$ cat src/asc_pkg.sv
`default_nettype none
package asc_pkg;
    // Register map, byte address on the peripheral bus
    localparam logic [31:0] ASC_CTRL_ADDR = 32'h4000_3058;
    localparam logic [15:0] ASC_CTRL_RESET = 16'h0000;
    // Field positions inside the control register
    localparam int ASC_MST_CTL_LSB = 0;
    localparam int ASC_SLV_CTL_LSB = 4;
    localparam int ASC_MST_FLAG_BIT = 8;
    localparam int ASC_SLV_FLAG_BIT = 9;
    localparam logic [7:0] ASC_CTL_RESET = 8'h00;
    // Stretch setting encodings
    localparam logic [3:0] ASC_MODE_OFF = 4'h0;
    localparam logic [3:0] ASC_MODE_NOLIMIT = 4'hf;
    // Two-byte FIFO levels
    localparam logic [1:0] ASC_FIFO_EMPTY = 2'h0;
    localparam logic [1:0] ASC_FIFO_FULL = 2'h2;
    // Divisor fields feeding the timeout base
    localparam int ASC_DIV_HI_LSB = 8;
    localparam int ASC_DIV_LO_LSB = 4;
    // Widths of the timeout arithmetic: 269 * 2^14 fits in 23 bits
    localparam int ASC_BASE_W = 9;
    localparam int ASC_TMR_W = 23;
    localparam logic [9:0] ASC_BASE_MIN = 10'h001;
    // Clock of this block: the divided system clock
    localparam int ASC_MCLK_PERIOD_NS = 100;
    // AXI4-Lite responses
    localparam logic [1:0] ASC_RESP_OKAY = 2'h0;
    localparam logic [1:0] ASC_RESP_SLVERR = 2'h2;

    // Stretch engine states
    typedef enum logic [1:0] {
        ASC_IDLE = 2'b00,
        ASC_HOLD_TX = 2'b01,
        ASC_HOLD_RX = 2'b10
    } asc_hold_t;
endpackage
`default_nettype wire

$ cat src/asc_sync2.sv
`timescale 1ns/1ps
`default_nettype none
module asc_sync2 #(
    parameter logic RESET_VAL = 1'b0
) (
    input wire logic mclk,
    input wire logic rstN,
    input wire logic d,
    output logic q
);
    logic firstQ;

    // First stage feeds only the second stage
    always_ff @(posedge mclk or negedge rstN) begin
        if (!rstN) begin
            firstQ <= RESET_VAL;
            q <= RESET_VAL;
        end else begin
            firstQ <= d;
            q <= firstQ;
        end
    end
endmodule // asc_sync2
`default_nettype wire

$ cat src/asc_stretch_unit.sv
`timescale 1ns/1ps
`default_nettype none
module asc_stretch_unit
    import asc_pkg::*;
(
    input wire logic mclk,
    input wire logic rstSyncN,
    input wire logic [3:0] mode,
    input wire logic sclFall,
    input wire logic txPoint,
    input wire logic rxPoint,
    input wire logic [1:0] txLevel,
    input wire logic [1:0] rxLevel,
    input wire logic [ASC_BASE_W-1:0] baseCount,
    output logic hold,
    output logic holdTx,
    output logic timeout
);
    typedef struct packed {
        asc_hold_t state;
        logic [ASC_TMR_W-1:0] cnt;
        logic timeout;
    } asc_unit_t;

    asc_unit_t q, d;
    logic [ASC_TMR_W-1:0] limit;

    // Timeout length in cycles: base times two to the setting
    assign limit = ASC_TMR_W'(baseCount) << mode;

    // Stretch decision, release and timeout counting
    always_comb begin
        d = q;
        d.timeout = 1'b0;
        unique case (q.state)
            ASC_IDLE: begin
                d.cnt = '0;
                if (mode != ASC_MODE_OFF && sclFall) begin
                    if (txPoint && txLevel == ASC_FIFO_EMPTY) begin
                        d.state = ASC_HOLD_TX;
                    end else if (rxPoint && rxLevel == ASC_FIFO_FULL) begin
                        d.state = ASC_HOLD_RX;
                    end
                end
            end
            ASC_HOLD_TX, ASC_HOLD_RX: begin
                // Data arrival releases before a timeout is counted
                if (mode == ASC_MODE_OFF
                    || (q.state == ASC_HOLD_TX && txLevel != ASC_FIFO_EMPTY)
                    || (q.state == ASC_HOLD_RX && rxLevel != ASC_FIFO_FULL)) begin
                    d.state = ASC_IDLE;
                end else if (mode != ASC_MODE_NOLIMIT
                    && q.cnt == limit - 1'b1) begin
                    d.state = ASC_IDLE;
                    d.timeout = 1'b1;
                end else begin
                    d.cnt = q.cnt + 1'b1;
                end
            end
            default: begin
                d.state = ASC_IDLE;
            end
        endcase
    end

    always_ff @(posedge mclk or negedge rstSyncN) begin
        if (!rstSyncN) begin
            q <= '{state: ASC_IDLE, cnt: '0, timeout: 1'b0};
        end else begin
            q <= d;
        end
    end

    assign hold = q.state != ASC_IDLE;
    assign holdTx = q.state == ASC_HOLD_TX;
    assign timeout = q.timeout;
endmodule // asc_stretch_unit
`default_nettype wire

$ cat src/asc_auto_stretch.sv
// What this block does
// - Slave timeout sets flag; read clears it
// - Master timeout sets flag; read clears it
// - Slave stretch setting in bits 7:4
// - Slave transmit: hold SCL while FIFO empty
// - Slave transmit release on data or timeout
// - Slave receive: hold SCL while FIFO full
// - Slave receive release when not full, timeout
// - Slave setting zero: never stretch
// - Slave settings 1-14: timed by divisor formula
// - Slave timeout ignores actual bus bit rate
// - Slave setting all ones: stretch without timeout
// - Master stretch setting in bits 3:0
// - Master transmit: hold SCL while FIFO empty
// - Master transmit release on data or timeout
// - Master receive: hold SCL while FIFO full
// - Master receive release when not full, timeout
// - Master setting zero: never stretch
// - Master settings 1-14: timed by divisor formula
// - Master setting all ones: no timeout
// - FIFOs hold two bytes; full two, empty zero
//
// The implementer's own choice: the AXI4-Lite interface to the registers.
`timescale 1ns/1ps
`default_nettype none
module asc_auto_stretch
    import asc_pkg::*;
(
    input wire logic mclk,
    input wire logic rst_n,
    input wire logic [31:0] s_axi_awaddr,
    input wire logic s_axi_awvalid,
    output logic s_axi_awready,
    input wire logic [31:0] s_axi_wdata,
    input wire logic [3:0] s_axi_wstrb,
    input wire logic s_axi_wvalid,
    output logic s_axi_wready,
    output logic [1:0] s_axi_bresp,
    output logic s_axi_bvalid,
    input wire logic s_axi_bready,
    input wire logic [31:0] s_axi_araddr,
    input wire logic s_axi_arvalid,
    output logic s_axi_arready,
    output logic [31:0] s_axi_rdata,
    output logic [1:0] s_axi_rresp,
    output logic s_axi_rvalid,
    input wire logic s_axi_rready,
    input wire logic sclIn,
    output logic sclOut,
    output logic sclOe,
    input wire logic [15:0] serialClockDivisor,
    input wire logic slvTxPoint,
    input wire logic slvRxPoint,
    input wire logic mstTxPoint,
    input wire logic mstRxPoint,
    input wire logic [1:0] slvTxLevel,
    input wire logic [1:0] slvRxLevel,
    input wire logic [1:0] mstTxLevel,
    input wire logic [1:0] mstRxLevel,
    output logic slvStretching,
    output logic mstStretching
);
    typedef struct packed {
        logic awTaken;
        logic wTaken;
        logic [31:0] awAddr;
        logic [7:0] wLow;
        logic wLowEn;
        logic bValid;
        logic [1:0] bResp;
        logic rValid;
        logic [1:0] rResp;
        logic [15:0] rData;
        logic [7:0] ctl;
        logic slvFlag;
        logic mstFlag;
        logic sclPrev;
    } asc_top_t;

    asc_top_t q, d;
    logic rstSyncN;
    logic sclSync;
    logic sclFall;
    logic [3:0] slvCtl;
    logic [3:0] mstCtl;
    logic [9:0] divSum;
    logic [ASC_BASE_W-1:0] baseCount;
    logic slvHold, mstHold;
    logic slvHoldTx, mstHoldTx;
    logic slvTimeout, mstTimeout;
    logic arTake, arHit, awTake, wTake;

    // Reset asserts at once and releases on the clock
    asc_sync2 #(.RESET_VAL(1'b0)) u_rst_sync (
        .mclk(mclk),
        .rstN(rst_n),
        .d(1'b1),
        .q(rstSyncN)
    );

    // The bus line is asynchronous to this clock
    asc_sync2 #(.RESET_VAL(1'b1)) u_scl_sync (
        .mclk(mclk),
        .rstN(rstSyncN),
        .d(sclIn),
        .q(sclSync)
    );

    assign sclFall = q.sclPrev & ~sclSync;
    assign slvCtl = q.ctl[ASC_SLV_CTL_LSB +: 4];
    assign mstCtl = q.ctl[ASC_MST_CTL_LSB +: 4];

    // Base counts in divided-clock cycles, so the bus rate plays no part;
    // a base of zero would wrap to the longest timeout of the counter, so it is held at one
    assign divSum = 10'(serialClockDivisor[ASC_DIV_HI_LSB +: 8])
        + 10'(serialClockDivisor[ASC_DIV_LO_LSB +: 4]);
    assign baseCount = (divSum <= ASC_BASE_MIN) ? ASC_BASE_W'(1)
        : ASC_BASE_W'(divSum - ASC_BASE_MIN);

    // Slave role engine: FIFO empty/full thresholds of the 2-byte FIFOs
    asc_stretch_unit u_slv (
        .mclk(mclk),
        .rstSyncN(rstSyncN),
        .mode(slvCtl),
        .sclFall(sclFall),
        .txPoint(slvTxPoint),
        .rxPoint(slvRxPoint),
        .txLevel(slvTxLevel),
        .rxLevel(slvRxLevel),
        .baseCount(baseCount),
        .hold(slvHold),
        .holdTx(slvHoldTx),
        .timeout(slvTimeout)
    );

    // Master role engine, same structure as the slave one
    asc_stretch_unit u_mst (
        .mclk(mclk),
        .rstSyncN(rstSyncN),
        .mode(mstCtl),
        .sclFall(sclFall),
        .txPoint(mstTxPoint),
        .rxPoint(mstRxPoint),
        .txLevel(mstTxLevel),
        .rxLevel(mstRxLevel),
        .baseCount(baseCount),
        .hold(mstHold),
        .holdTx(mstHoldTx),
        .timeout(mstTimeout)
    );

    // Open-drain drive: only ever pulls low
    assign sclOut = 1'b0;
    assign sclOe = slvHold | mstHold;
    assign slvStretching = slvHold;
    assign mstStretching = mstHold;

    // Bus handshakes; one write and one read in flight at a time
    assign s_axi_awready = ~q.awTaken & ~q.bValid;
    assign s_axi_wready = ~q.wTaken & ~q.bValid;
    assign s_axi_arready = ~q.rValid;
    assign awTake = s_axi_awvalid & s_axi_awready;
    assign wTake = s_axi_wvalid & s_axi_wready;
    assign arTake = s_axi_arvalid & s_axi_arready;
    assign arHit = s_axi_araddr == ASC_CTRL_ADDR;

    // Register file, bus slave and sticky flags
    always_comb begin
        d = q;
        d.sclPrev = sclSync;
        if (awTake) begin
            d.awTaken = 1'b1;
            d.awAddr = s_axi_awaddr;
        end
        if (wTake) begin
            d.wTaken = 1'b1;
            d.wLow = s_axi_wdata[7:0];
            d.wLowEn = s_axi_wstrb[0];
        end
        // Address and data may come in either order
        if (q.awTaken && q.wTaken) begin
            d.awTaken = 1'b0;
            d.wTaken = 1'b0;
            d.bValid = 1'b1;
            if (q.awAddr == ASC_CTRL_ADDR) begin
                d.bResp = ASC_RESP_OKAY;
                if (q.wLowEn) begin
                    d.ctl = q.wLow;
                end
            end else begin
                d.bResp = ASC_RESP_SLVERR;
            end
        end
        if (q.bValid && s_axi_bready) begin
            d.bValid = 1'b0;
        end
        if (q.rValid && s_axi_rready) begin
            d.rValid = 1'b0;
        end
        // A read returns the flags as they stood, then clears them
        if (arTake) begin
            d.rValid = 1'b1;
            if (arHit) begin
                d.rResp = ASC_RESP_OKAY;
                d.rData = ASC_CTRL_RESET;
                d.rData[7:0] = q.ctl;
                d.rData[ASC_SLV_FLAG_BIT] = q.slvFlag;
                d.rData[ASC_MST_FLAG_BIT] = q.mstFlag;
                d.slvFlag = 1'b0;
                d.mstFlag = 1'b0;
            end else begin
                d.rResp = ASC_RESP_SLVERR;
                d.rData = '0;
            end
        end
        // Set beats the read clear so no timeout is lost
        if (slvTimeout) begin
            d.slvFlag = 1'b1;
        end
        if (mstTimeout) begin
            d.mstFlag = 1'b1;
        end
    end

    always_ff @(posedge mclk or negedge rstSyncN) begin
        if (!rstSyncN) begin
            q <= '{
                awTaken: 1'b0,
                wTaken: 1'b0,
                awAddr: '0,
                wLow: '0,
                wLowEn: 1'b0,
                bValid: 1'b0,
                bResp: ASC_RESP_OKAY,
                rValid: 1'b0,
                rResp: ASC_RESP_OKAY,
                rData: '0,
                ctl: ASC_CTL_RESET,
                slvFlag: 1'b0,
                mstFlag: 1'b0,
                sclPrev: 1'b1
            };
        end else begin
            q <= d;
        end
    end

    assign s_axi_bvalid = q.bValid;
    assign s_axi_bresp = q.bResp;
    assign s_axi_rvalid = q.rValid;
    assign s_axi_rresp = q.rResp;
    assign s_axi_rdata = {16'h0000, q.rData};
endmodule // asc_auto_stretch
`default_nettype wire

$ cat config.mk
export PLATFORM = sky130hd
export DESIGN_NAME = asc_auto_stretch
export DESIGN_NICKNAME = d
export VERILOG_FILES = /design/src/asc_pkg.sv /design/src/asc_sync2.sv /design/src/asc_stretch_unit.sv /design/src/asc_auto_stretch.sv
export SDC_FILE = /design/constraint.sdc
export NUM_CORES = 1
export LEC_CHECK = 0
export ABC_AREA = 1
export BUFFER_PORTS_ARGS = -buffer_cell sky130_fd_sc_hd__buf_2
export CELL_PAD_IN_SITES_DETAIL_PLACEMENT = 0
export CELL_PAD_IN_SITES_GLOBAL_PLACEMENT = 1
export CORE_MARGIN = 5
export CORE_UTILIZATION = 40
export CTS_CLUSTER_DIAMETER = 120
export CTS_CLUSTER_SIZE = 8
export DETAILED_ROUTE_END_ITERATION = 16
export GPL_TIMING_DRIVEN = 0
export PLACE_DENSITY = 0.79
export SYNTH_ARGS = -nofsm -noshare
export SYNTH_HDL_FRONTEND = slang
export SYNTH_SLANG_ARGS = --single-unit
$ cat constraint.sdc
create_clock -name mclk -period 4.75 [get_ports mclk]
set_clock_uncertainty 0.15 [all_clocks]
set_input_delay 0.95 -clock mclk [delete_from_list [all_inputs] [get_ports mclk]]
set_output_delay 0.95 -clock mclk [all_outputs]
set_load 0.02 [all_outputs]
# After elaboration in Yosys (flattened, before gate mapping)
# Cells that the tools add are included.
dict set report totals {
  regBits 132
  input_bits 136
  output_inout_bits 45
  word_cells 155
}
dict set report op_classes {
  add_sub_neg 6
  n_lt_le_gt_ge 1
  n_eq_ne 24
  shift 2
  mux 36
  n_bitwise 12
  reduce_logical 50
}
# operator n
set ops {}
lappend ops {{$pmux W23 S2} 2}
lappend ops {{$eq A32 B31 Y1 const B} 2}
lappend ops {{$mux W24} 2}
lappend ops {{$add A23 B1 Y23 const B} 2}
lappend ops {{$eq A23 B23 Y1} 2}
lappend ops {{$mux W23} 2}
lappend ops {{$shl A9 B4 Y23} 2}
lappend ops {{$sub A23 B1 Y23 const B} 2}
lappend ops {{$mux W2} 14}
lappend ops {{$reduce_bool A2 Y1} 14}
lappend ops {{$mux W19} 1}
lappend ops {{$mux W18} 1}
lappend ops {{$logic_and A1 B1 Y1} 15}
lappend ops {{$reduce_and A3 Y1} 5}
lappend ops {{$ne A2 B2 Y1 const B} 6}
lappend ops {{$ne A3 B1 Y1 const B} 4}
lappend ops {{$mux W1} 10}
lappend ops {{$add A8 B4 Y9} 1}
lappend ops {{$le A9 B1 Y1 const B} 1}
lappend ops {{$mux W9} 1}
lappend ops {{$sub A9 B1 Y9 const B} 1}
lappend ops {{$eq A2 B2 Y1 const B} 4}
lappend ops {{$logic_not A2 Y1} 4}
lappend ops {{$logic_not A4 Y1} 2}
lappend ops {{other kinds (12)} 31}

# Depth between registers and ports, before layout
dict set report logic_depth {
  word_depth 10
  depth_mapped 38
  depth_no_buf 36
}

# Cells and area by module
# A second synthesis with hierarchy kept.
dict set report unflattened {
  hier_cells 1696
  area_unflattened_um2 11014.3
}
# module instances cells_per_inst area_per_inst_um2 seq_area_each_um2
set modules_own_cells {}
lappend modules_own_cells {{asc_stretch_unit at u_slv} 1 678 3743.6 650.6}
lappend modules_own_cells {{asc_stretch_unit at u_mst} 1 629 3589.7 650.6}
lappend modules_own_cells {asc_auto_stretch 1 385 3578.4 1702.9}
lappend modules_own_cells {{asc_sync2 at u_scl_sync} 1 2 52.6 52.6}
lappend modules_own_cells {{asc_sync2 at u_rst_sync} 1 2 50.0 50.0}

# Worst setup path before layout
# No wires, ideal clock.
dict set report synth_timing {
  kind {input-to-reg}
  from {input port serialClockDivisor[4]}
  to {register u_mst.q[11] (netlist name)}
  setup_ns 0.117
  t_arrival_ns 4.332
  t_required_ns 4.483
  setup_slack_ns 0.151
  cell_stages 30
  n_path_buf 2
  cell_sequence {ha_1 > inv_1 > fa_1 > nand2_1 > nor2_4 > nand3_2 > nor2_4 > nand2_2 > nand2_2 > nand2_4 > buf_6 > nand3_1 > nand3_2 > ha_1 > xnor2_1 > nor4_1 > nand2_1 > nor2_1 > nand2_1 > nor2_1 > nand3_1 > nor2_1 > nand2_1 > nor2_1 > nand2_1 > nand2_2 > nand2_4 > buf_2 > nand3_1 > nand2_1}
}
dict set report synth_between {
  elab_chain_cells 9
  word_cells_on_any_way 10
  cone_classes {3 x add/sub; 1 x order compare; 2 x eq/ne; 1 x shift; 1 x mux; 2 x reduce/logical}
}
# item line_no
set synth_rtl {}
lappend synth_rtl {{from (decl)} asc_auto_stretch.sv:51} ;# input wire logic [15:0] serialClockDivisor,
lappend synth_rtl {{$add A8 B4 Y9 *} asc_auto_stretch.sv:116} ;# + 10'(serialClockDivisor[ASC_DIV_LO_LSB +: 4]);
lappend synth_rtl {{$sub A9 B1 Y9 or $le A9 B1 Y1 (tied branches)} {asc_auto_stretch.sv:118, asc_auto_stretch.sv:117}}
lappend synth_rtl {{$mux W9 *} asc_auto_stretch.sv:117} ;# assign baseCount = (divSum <= ASC_BASE_MIN) ? ASC_BASE_W'(1)
lappend synth_rtl {{$shl A9 B4 Y23 *} asc_stretch_unit.sv:29} ;# assign limit = ASC_TMR_W'(baseCount) << mode;
lappend synth_rtl {{$sub A23 B1 Y23 *} asc_stretch_unit.sv:53} ;# && q.cnt == limit - 1'b1) begin
lappend synth_rtl {{$eq A23 B23 Y1 *} asc_stretch_unit.sv:53}
lappend synth_rtl {{$logic_and A1 B1 Y1 *} asc_stretch_unit.sv:53}
lappend synth_rtl {{$ne A2 B2 Y1 (no source line) *} n/a}
lappend synth_rtl {{$reduce_and A3 Y1 (no source line) *} n/a}
lappend synth_rtl {{to (signal assigned)} asc_stretch_unit.sv:68} ;# q <= '{state: ASC_IDLE, cnt: '0, timeout: 1'b0};
lappend synth_rtl {{to (decl)} asc_stretch_unit.sv:25} ;# asc_unit_t q, d;
# Mark *: on every way between the ends. The rest lies on a longest branch, timed or not.
# A chain may end at the register's enable or synchronous reset.

# Worst setup path after layout
dict set report layout_timing {
  from {input port serialClockDivisor[4]}
  to {register u_mst.q[14] (netlist name)}
}
# Same word-level chain as after synthesis.

==> results.cfg <==
[cts]
clk_path_buf_depth = 2
cts-root-buf = clkbuf_16
cts_max_level = 4
cts_tree = yes
cts.sinks = 124
clk_pin_slew_worst_paths_ps = 70
numCtsBuffers = 17
clock_latency_ps = 430

[grt]
grt_first_pass_wirelength_um = 57000
grt_max_degree = 67
grt_pass1_vias = 11417
overflow = 0
grt_antenna_before_repair = 2
grtUsageTotal_pct = 22.3

[placement]
hpwl_um = 27100
io_buffers = 124
dp_cells = 2249
gp_congestion = 0.903
pre_cts_slack_ps = -725

[die]
chipHeight_um = 177
die_area_mm2 = 0.0312
io-pin-count = 181
core_mm2 = 0.0276
start_util_pct = 40.2
die_x_um = 177
num_rows = 61

[finish]
drive_gt1_share_pct = 29.9
diodes = 0
final_cells = 2333
fill_cells = 2821
nets = 2097
area_growth_pct = 30.3

[yosys]
synth_fa_ha_area_share_pct = 2.21
synth_top_family_by_area = simple AND/OR/NAND/NOR gates
synth-seq-cells = 124
syn_area_mm2 = 0.0111
post_synth_num_cell_types = 48
synth_top_cell_by_area = dfrtp_1
synth.area.top_cells = dfrtp_1, nand2_1, nand3_1
ys_warn_count = 0
synthXorXnorAreaFrac_pct = 4.26
synth_top_area_share_pct = 27.3
ys.flop_type = dfrtp_1
synth_simple_gate_area_share_pct = 46.6
synth_seq_area_share_pct = 28.0
synth-compound-area-share_pct = 4.75
synth_area_per_cell_um2 = 6.45
muxShareOfSynthArea_pct = 3.14
async_flop_share_pct = 100
syn-instance-count = 1722
synth-edff-count = 0

[sta]
setup_viol = 0
rsz0062_at_grt = yes
fmax_mhz = 211
final.period_utilization_pct = 99.7
slew_headroom_pct = 45.1
finalMaxSlewViolations = 0
hold_viol_final = 0
setup-tns-final_ps = 0
worst_slew_pin_slew_ps = 823
fin_crit_ps = 4740
fin_ws_ps = 13.8

[detailed_routing]
viasPerCell = 5.04
drt_wl_total_um = 35700
drtIter0Drc = 656
vias = 11754
antenna_left = 0
firstDrtPassIters = 5
avgRoutedWirePerCell_um = 15.3
post-route-drc-count = 0

[critical_path]
required_ps = 4980
crit_top_cell = nand2_2
crit_fanout = 6
critPathCaptureType = flip-flop
worstPathArrival_ps = 4960
crit_slowest_cell = fa_1
cp-start-kind = primary input
setup.worst_path.class = in -> reg
cpPeakStageDelay_ps = 530

[power_and_ir_drop]
ir_drop_mv = 0.238
p_leak_nw = 7.34
power_density_mw_per_mm2 = 260

[job]
maxCapViolations = 0

[run_status]
run_status = complete, no violations

[min_path]
hp-class = in -> async
-- cells in the final DEF (no fill, tap or decap), drive strengths merged, types with 31 or more instances in the layout --
cell    instances
nor2          175
o21ai          51
mux2           31
nand2         569
dfrtp         121
a21oi          32
clkbuf         50
nand3         277
buf           236
nand4          37
xor2           41
inv           182
-- power breakdown --
group / leakage [nW] / switching (W) / internal [W]
sequential: 1.59 / 0.000103 / 0.00125
combinational: 5.45 / 0.000562 / 0.000435
clock: 0.296 / 0.000598 / 0.000811
total: 7.34 / 0.00126 / 0.00250
-- final timing paths --
check	startpoint	end	slack [ps]	cells after the start
setup / recovery	serialClockDivisor[4]	u_mst.q[14]$_DFFE_PN0P_	10	30
hold / removal	rst_n	u_rst_sync.q$_DFF_PN0_	140	1
setup reg to reg	mstCtl[2]$_DFFE_PN0P_	u_mst.q[14]$_DFFE_PN0P_	910	24
hold reg to reg	u_rst_sync.firstQ$_DFF_PN0_	u_rst_sync.q$_DFF_PN0_	200	0
max in group asynchronous	u_rst_sync.q$_DFF_PN0_	u_slv.timeout$_DFF_PN0_	3390	1
min in group mclk	u_rst_sync.firstQ$_DFF_PN0_	u_rst_sync.q$_DFF_PN0_	200	0
-- repair_timing --
action,CTS,global route
hold buffers,0,0
setup buffers,19,28
setup endpoints to repair,50,52
resized for setup,43,224
pin swaps,13,51
gates cloned,2,4
-- layout make-up --
cell class | instances | area (µm²) | share of cell area (%)
Buffer | 90 | 596 | 4.11
Clock buffer | 18 | 439 | 3.03
Clock inverter | 14 | 173 | 1.19
Inverter | 178 | 668 | 4.62
Multi-Input combinational cell | 1353 | 7850 | 54.2
Sequential cell | 124 | 3110 | 21.5
Tap cell | 378 | 473 | 3.27
Timing Repair Buffer | 178 | 1170 | 8.08
-- critical path: cells and delay by family --
family | cells | cell delay [ps]
AND/OR/NAND/NOR | 21 | 2480
XOR/XNOR | 1 | 140
adder cells (fa/ha/maj) | 3 | 860
buffers and inverters | 5 | 530
-- per-layer routing --
layer / wire [µm] / GRT usage (%) / up-vias
met4: 674 / 6.19 / 4
met5: 26 / 0 / -
met2: 17200 / 38.0 / 310
met1: 16000 / 28.9 / 5415
met3: 1870 / 4.68 / 46
li1: - / - / 5979
-- flip-flops by register name, summed over array words and instances, names as in the netlist --
name and flops:
u_mst.timeout 1, s_axi_bresp 1, q 50, s_axi_rdata 10, s_axi_rvalid 1, u_scl_sync.q 1, s_axi_bvalid 1, u_rst_sync.firstQ 1
mstCtl 4, s_axi_rresp 1, u_scl_sync.firstQ 1, u_slv.timeout 1, u_slv.q 25, u_mst.q 25, u_rst_sync.q 1
-- Yosys cell counts (3+ instances only) --
master,n
mux2_2,31
nor3_1,26
nor4_1,26
buf_2,8
o21ai_1,3
nand2_1,536
nor2_2,9
o21ai_0,48
nor3b_1,3
xor2_1,41
buf_1,9
clkinv_1,5
inv_1,163
or4_1,4
nand3_1,258
ha_1,18
nor2_1,154
nand3b_1,7
dfstp_2,3
clkbuf_1,28
dfrtp_1,121
o21bai_1,5
buf_6,9
xnor2_1,13
nand4_1,35
nand3_2,18
a21oi_1,31
nor2_4,10
inv_2,10
buf_4,37
nand2_2,28
nand2_4,5
-- kinds of logic after synthesis --
logic type               count (synthesis)
other                                    2
XOR/XNOR                                54
buffers and inverters                  269
multiplexers                            31
AO/OA/AOI/OAI                           97
flip-flops                             124
AND/OR/NAND/NOR                       1126
adder cells (fa/ha/maj)                 19
-- through the flow --
step	hold WS [ps]	total power, W	utilization, %	instance area [µm²]
2_1_floorplan	181	0.00202	-	11200
3_3_place_gp	190	0.00223	44.5	12300
3_5_place_dp	190	0.00226	44.6	12300
4_1_cts	129	0.00371	48.1	13300
5_1_grt	126	0.00397	52.4	14500
6_report	141	0.00376	52.4	14500
Power figures use the tool's default switching activity.
